<file path="config.mk">
export PLATFORM = sky130hd
export DESIGN_NAME = mcu_port_logic_power_rotate_ops
export DESIGN_NICKNAME = d
export VERILOG_FILES = /design/src/common/mcu_ops_pkg.sv /design/src/logic/mcu_port_logic_power_rotate_ops.sv /design/src/logic/nibble_ram.sv
export VERILOG_INCLUDE_DIRS = /design/src /design/src/common
export SDC_FILE = /design/constraint.sdc
export NUM_CORES = 1
export LEC_CHECK = 0
export ABC_AREA = 0
export ABC_CLOCK_PERIOD_IN_PS = 4850
export BUFFER_PORTS_ARGS = -buffer_cell sky130_fd_sc_hd__buf_2
export CAP_MARGIN = 20
export CORE_UTILIZATION = 38
export DETAILED_ROUTE_END_ITERATION = 16
export GPL_TIMING_DRIVEN = 0
export PLACE_DENSITY = 0.54
export REMOVE_ABC_BUFFERS = 1
export SYNTH_ARGS = -nofsm -noshare
export SYNTH_HDL_FRONTEND = slang
export SYNTH_SLANG_ARGS = --single-unit
</file>
<file path="constraint.sdc">
create_clock -name mclk -period 4.85 [get_ports mclk]
set_clock_uncertainty 0.15 [all_clocks]
set_input_delay 0.2425 -clock mclk [delete_from_list [all_inputs] [get_ports mclk]]
set_output_delay 0.2425 -clock mclk [all_outputs]
set_load 0.02 [all_outputs]
</file>
<file path="src/common/mcu_ops_map.svh">
`ifndef MCU_OPS_MAP_SVH
`define MCU_OPS_MAP_SVH
`define ACC_RESET 4'h0
`define CARRY_RESET 1'b0
`define PORT2_RESET 2'h0
`define ACC_MSB 3
`define PTR_WIDTH 6
`define RAM_DEPTH 64
`endif

</file>
<file path="src/common/mcu_ops_pkg.sv">
package mcu_ops_pkg;
    typedef enum logic [2:0] {
        op_none = 3'b000,
        op_out_port2 = 3'b001,
        op_or_mem = 3'b010,
        op_pof_enable = 3'b011,
        op_pof_backup = 3'b100,
        op_rotate_right = 3'b101
    } op_type;
    typedef enum logic [0:0] {
        run_st = 1'b0,
        backup_st = 1'b1
    } power_type;
endpackage : mcu_ops_pkg

</file>
<file path="src/logic/mcu_port_logic_power_rotate_ops.sv">
`timescale 1ns/1ps
`include "mcu_ops_map.svh"
module mcu_port_logic_power_rotate_ops
    import mcu_ops_pkg::*;
(
    input wire logic mclk,
    input wire logic rst,
    input wire logic op_valid,
    input wire op_type op_code,
    input wire logic [`PTR_WIDTH-1:0] data_pointer,
    input wire logic ram_wr_en,
    input wire logic [`PTR_WIDTH-1:0] ram_wr_addr,
    input wire logic [3:0] ram_wr_data,
    output logic [3:0] acc,
    output logic carry_flag,
    output logic [1:0] two_bit_output_port,
    output logic backup_active,
    output logic op_done
);
    typedef struct packed {
        logic [3:0] acc;
        logic carry;
        logic [1:0] port2;
        logic pof_armed;
        power_type power;
        logic done;
    } state_type;

    state_type state_reg;
    state_type state_next;
    logic [3:0] ram_nibble;

    nibble_ram ram_i (
        .mclk(mclk),
        .wr_en(ram_wr_en && state_reg.power == run_st),
        .wr_addr(ram_wr_addr),
        .wr_data(ram_wr_data),
        .rd_addr(data_pointer),
        .rd_data(ram_nibble)
    );

    always_comb begin
        state_next = state_reg;
        state_next.done = 1'b0;
        if (state_reg.power == run_st && op_valid) begin
            // One cycle per instruction, no skip
            state_next.done = 1'b1;
            state_next.pof_armed = 1'b0;
            case (op_code)
                op_out_port2: begin
                    state_next.port2 = state_reg.acc[1:0];
                end
                op_or_mem: begin
                    state_next.acc = state_reg.acc | ram_nibble;
                end
                op_pof_enable: begin
                    state_next.pof_armed = 1'b1;
                end
                op_pof_backup: begin
                    if (state_reg.pof_armed) begin
                        state_next.power = backup_st;
                    end
                end
                op_rotate_right: begin
                    state_next.acc = {state_reg.carry, state_reg.acc[`ACC_MSB:1]};
                    state_next.carry = state_reg.acc[0];
                end
                default: begin
                end
            endcase
        end
    end

    always_ff @(posedge mclk) begin
        if (rst) begin
            state_reg <= '{acc: `ACC_RESET, carry: `CARRY_RESET, port2: `PORT2_RESET,
                           pof_armed: 1'b0, power: run_st, done: 1'b0};
        end else begin
            state_reg <= state_next;
        end
    end

    assign acc = state_reg.acc;
    assign carry_flag = state_reg.carry;
    assign two_bit_output_port = state_reg.port2;
    assign backup_active = state_reg.power == backup_st;
    assign op_done = state_reg.done;
endmodule : mcu_port_logic_power_rotate_ops

</file>
<file path="src/logic/nibble_ram.sv">
`timescale 1ns/1ps
`include "mcu_ops_map.svh"
module nibble_ram (
    input wire logic mclk,
    input wire logic wr_en,
    input wire logic [`PTR_WIDTH-1:0] wr_addr,
    input wire logic [3:0] wr_data,
    input wire logic [`PTR_WIDTH-1:0] rd_addr,
    output logic [3:0] rd_data
);
    logic [3:0] mem [0:`RAM_DEPTH-1];
    // Contents hold through reset and back-up
    always_ff @(posedge mclk) begin
        if (wr_en) begin
            mem[wr_addr] <= wr_data;
        end
    end
    assign rd_data = mem[rd_addr];
endmodule : nibble_ram

</file>
==> metrics.cfg <==
[run_status]
outcome=completed

[logic_synthesis]
synth_cells=585
synthTopCellsByCount=edfxtp_1 (256), nor2_1 (82), mux4_2 (57)
ys_ff_latch=266
synth_edf_count=256
synth_area_leaders=edfxtp_1 (72%), mux4_2 (12%), nor2_1 (2.9%), mux2i_1 (2.6%), dfxtp_1 (1.9%)
syn_area_per_cell_sq_um=18.3
synth_top_cell_by_area=edfxtp_1
ys_async_sr_fraction=0
synth_seq_area_share=0.736
synth_top_cell_area_share=0.717
yosys_most_used_dff=edfxtp_1
synth.distinct_cells=39
syn_area_sq_mm=0.0107
yosysMostFrequentCell=edfxtp_1
yosys_warnings=0

[cts]
path_clk_slew_ps=60
htree_levels=1
post_cts_resized=0
cts_tree=done
post_cts_buffers=0
clock-sinks=266
clock_latency_ps=530
clockBufferDepth=3
numCtsBuffers=27
cts_root_buffer=clkbuf_16

[drt]
wl_per_cell_um=22.7
vias=5480
dr.first_iter.drc_count=440
vias_per_cell=5.37
routed_wl_um=23200
first_pass_iters=6
drc=0
antenna_left=0

[placed_design]
hpwl_um=14500
gp_congestion=0.812
place_area_sq_mm=0.0112
numPortBuffers=31
pre_cts_slack_ps=2100
dp.cells=960

[power_and_ir_drop]
vdd_ir_drop_max_v=0.000305
cellLeakagePower_nw=3.87
pwr-share-clk=0.425
comb_power_share=0.054
power.switching_mw=1.00
p_int_mw=3.86
p_seq_frac=0.522
finalPower_mw=4.87
swShare=0.206
powerDensity_mw_per_mm2=398

[sta]
setup_ws_ps=2560
drv_slew=0
max_slew.worst_pin.slew_ps=748
rsz0062_at_grt=false
fmax_mhz=437
slew_headroom=0.502
holdWs_ps=53.8
fin_crit_sh=0.472
hold_viol=0
min_period_ps=2290
setup_violations=0
setup_tns_ps=0

[global_route]
grtUsageTotal=0.166
grt_pass1_vias=5704
antenna_found_initial=1
overflow=0
grt_max_degree=65
grt_pass1_wl_um=35200

[die]
placementRows=61
coreArea_sq_mm=0.0278
die-area_sq_mm=0.0289
die_y_um=170
io_pins=32
die_w_um=170
start_util=0.386

[setup_path]
required_ps=4870
end_kind=flip-flop
crit_arrival_ps=2310
path_cells=nor2_1 -> nand4_1 -> nor2_1
crit_path_max_incr_delay_ps=600
cpMostUsedCell=nor2_1
cp_slowest_cell=nor2_1
start_kind=flip-flop
crit_fanout=8
crit_type=flip-flop to flip-flop

[layout]
final_cells=1020
top_register=ram_i.mem
fill_cells=2451
largest_reg_flops=256
diodes=0
final_util=0.441
drive_above_1_share=0.221
fin_nets=645
design_area_sq_mm=0.0122
syn_to_final_growth_pct=14.2

[flow_run]
drv_cap=0

[worst_hold_path]
hold_path_class=input pin to flip-flop

power by group through the flow:
stage / Clock (mW) / Sequential [mW] / Combinational, mW
CTS: 2.10 / 2.54 / 0.254
global placement: 0 / 2.59 / 0.244
finish: 2.07 / 2.54 / 0.260
floorplan: 0 / 2.59 / 0.111
detailed placement: 0 / 2.59 / 0.251
global route: 2.18 / 2.54 / 0.282
layer usage:
| metal | share of wire | vias to the layer above | track usage |
|---|---|---|---|
| met5 | 0.00043 | - | 0 |
| met2 | 0.46 | 175 | 0.259 |
| met4 | 0.024 | 2 | 0.0443 |
| met1 | 0.45 | 2834 | 0.237 |
| met3 | 0.062 | 42 | 0.0321 |
| li1 | - | 2427 | - |
area by class of cell:
type | count | area [sq um] | area share
sequential | 266 | 7890 | 0.644
multi-input combinational | 279 | 2600 | 0.212
clock buffer | 31 | 691 | 0.0564
tap | 378 | 473 | 0.0386
timing repair buffer | 45 | 393 | 0.0321
clock inverter | 18 | 191 | 0.0156
inverter | 3 | 11.3 | 0.000920
path summary, 6_finish.rpt:
check                         start                     end  slack, ps  cells after the start
max                   backup_active        ram_i.mem[51][1]       2560                      3
max reg2reg           backup_active        ram_i.mem[51][1]       2560                      3
min                 data_pointer[5]                  acc[1]         50                      4
min reg2reg  two_bit_output_port[1]  two_bit_output_port[1]        350                      2
layout by cell type (no fill, tap or decap), drive strengths merged, types with 5 or more instances in the layout:
cell         synthesis  layout
a21oi                5       5
buf                 26      38
clkbuf              11      31
a2111oi              6       6
mux4                57      57
nand2b               6       6
o22ai                5       5
a211oi               8       8
dfxtp               10      10
o221ai               6       6
dlygate4sd3          0       7
nor2                82      82
nor3                 9       9
nor2b               10      10
edfxtp             256     256
mux2i               28      28
clkinv               0      12
nand2               19      19
kinds of logic after synthesis:
group                  Yosys count  share of synthesized area
AOI/OAI and AO/OA               42                     0.0289
muxes                           89                      0.150
DFF                            266                      0.736
and+or+nand+nor                148                     0.0631
buffers and inverters           40                     0.0224
repair_timing:
action / 4_1_cts / 5_1_grt
hold endpoints to repair: 10 / 14
hold buffers: 5 / 2
endpoints found under the setup margin: 0 / 0
critical path, delay by kind of cell, from the launching register on:
family | cells | cell delay, ps
AND/OR/NAND/NOR | 3 | 1420
flip-flops | 1 | 340
Power figures use the tool's default switching activity.
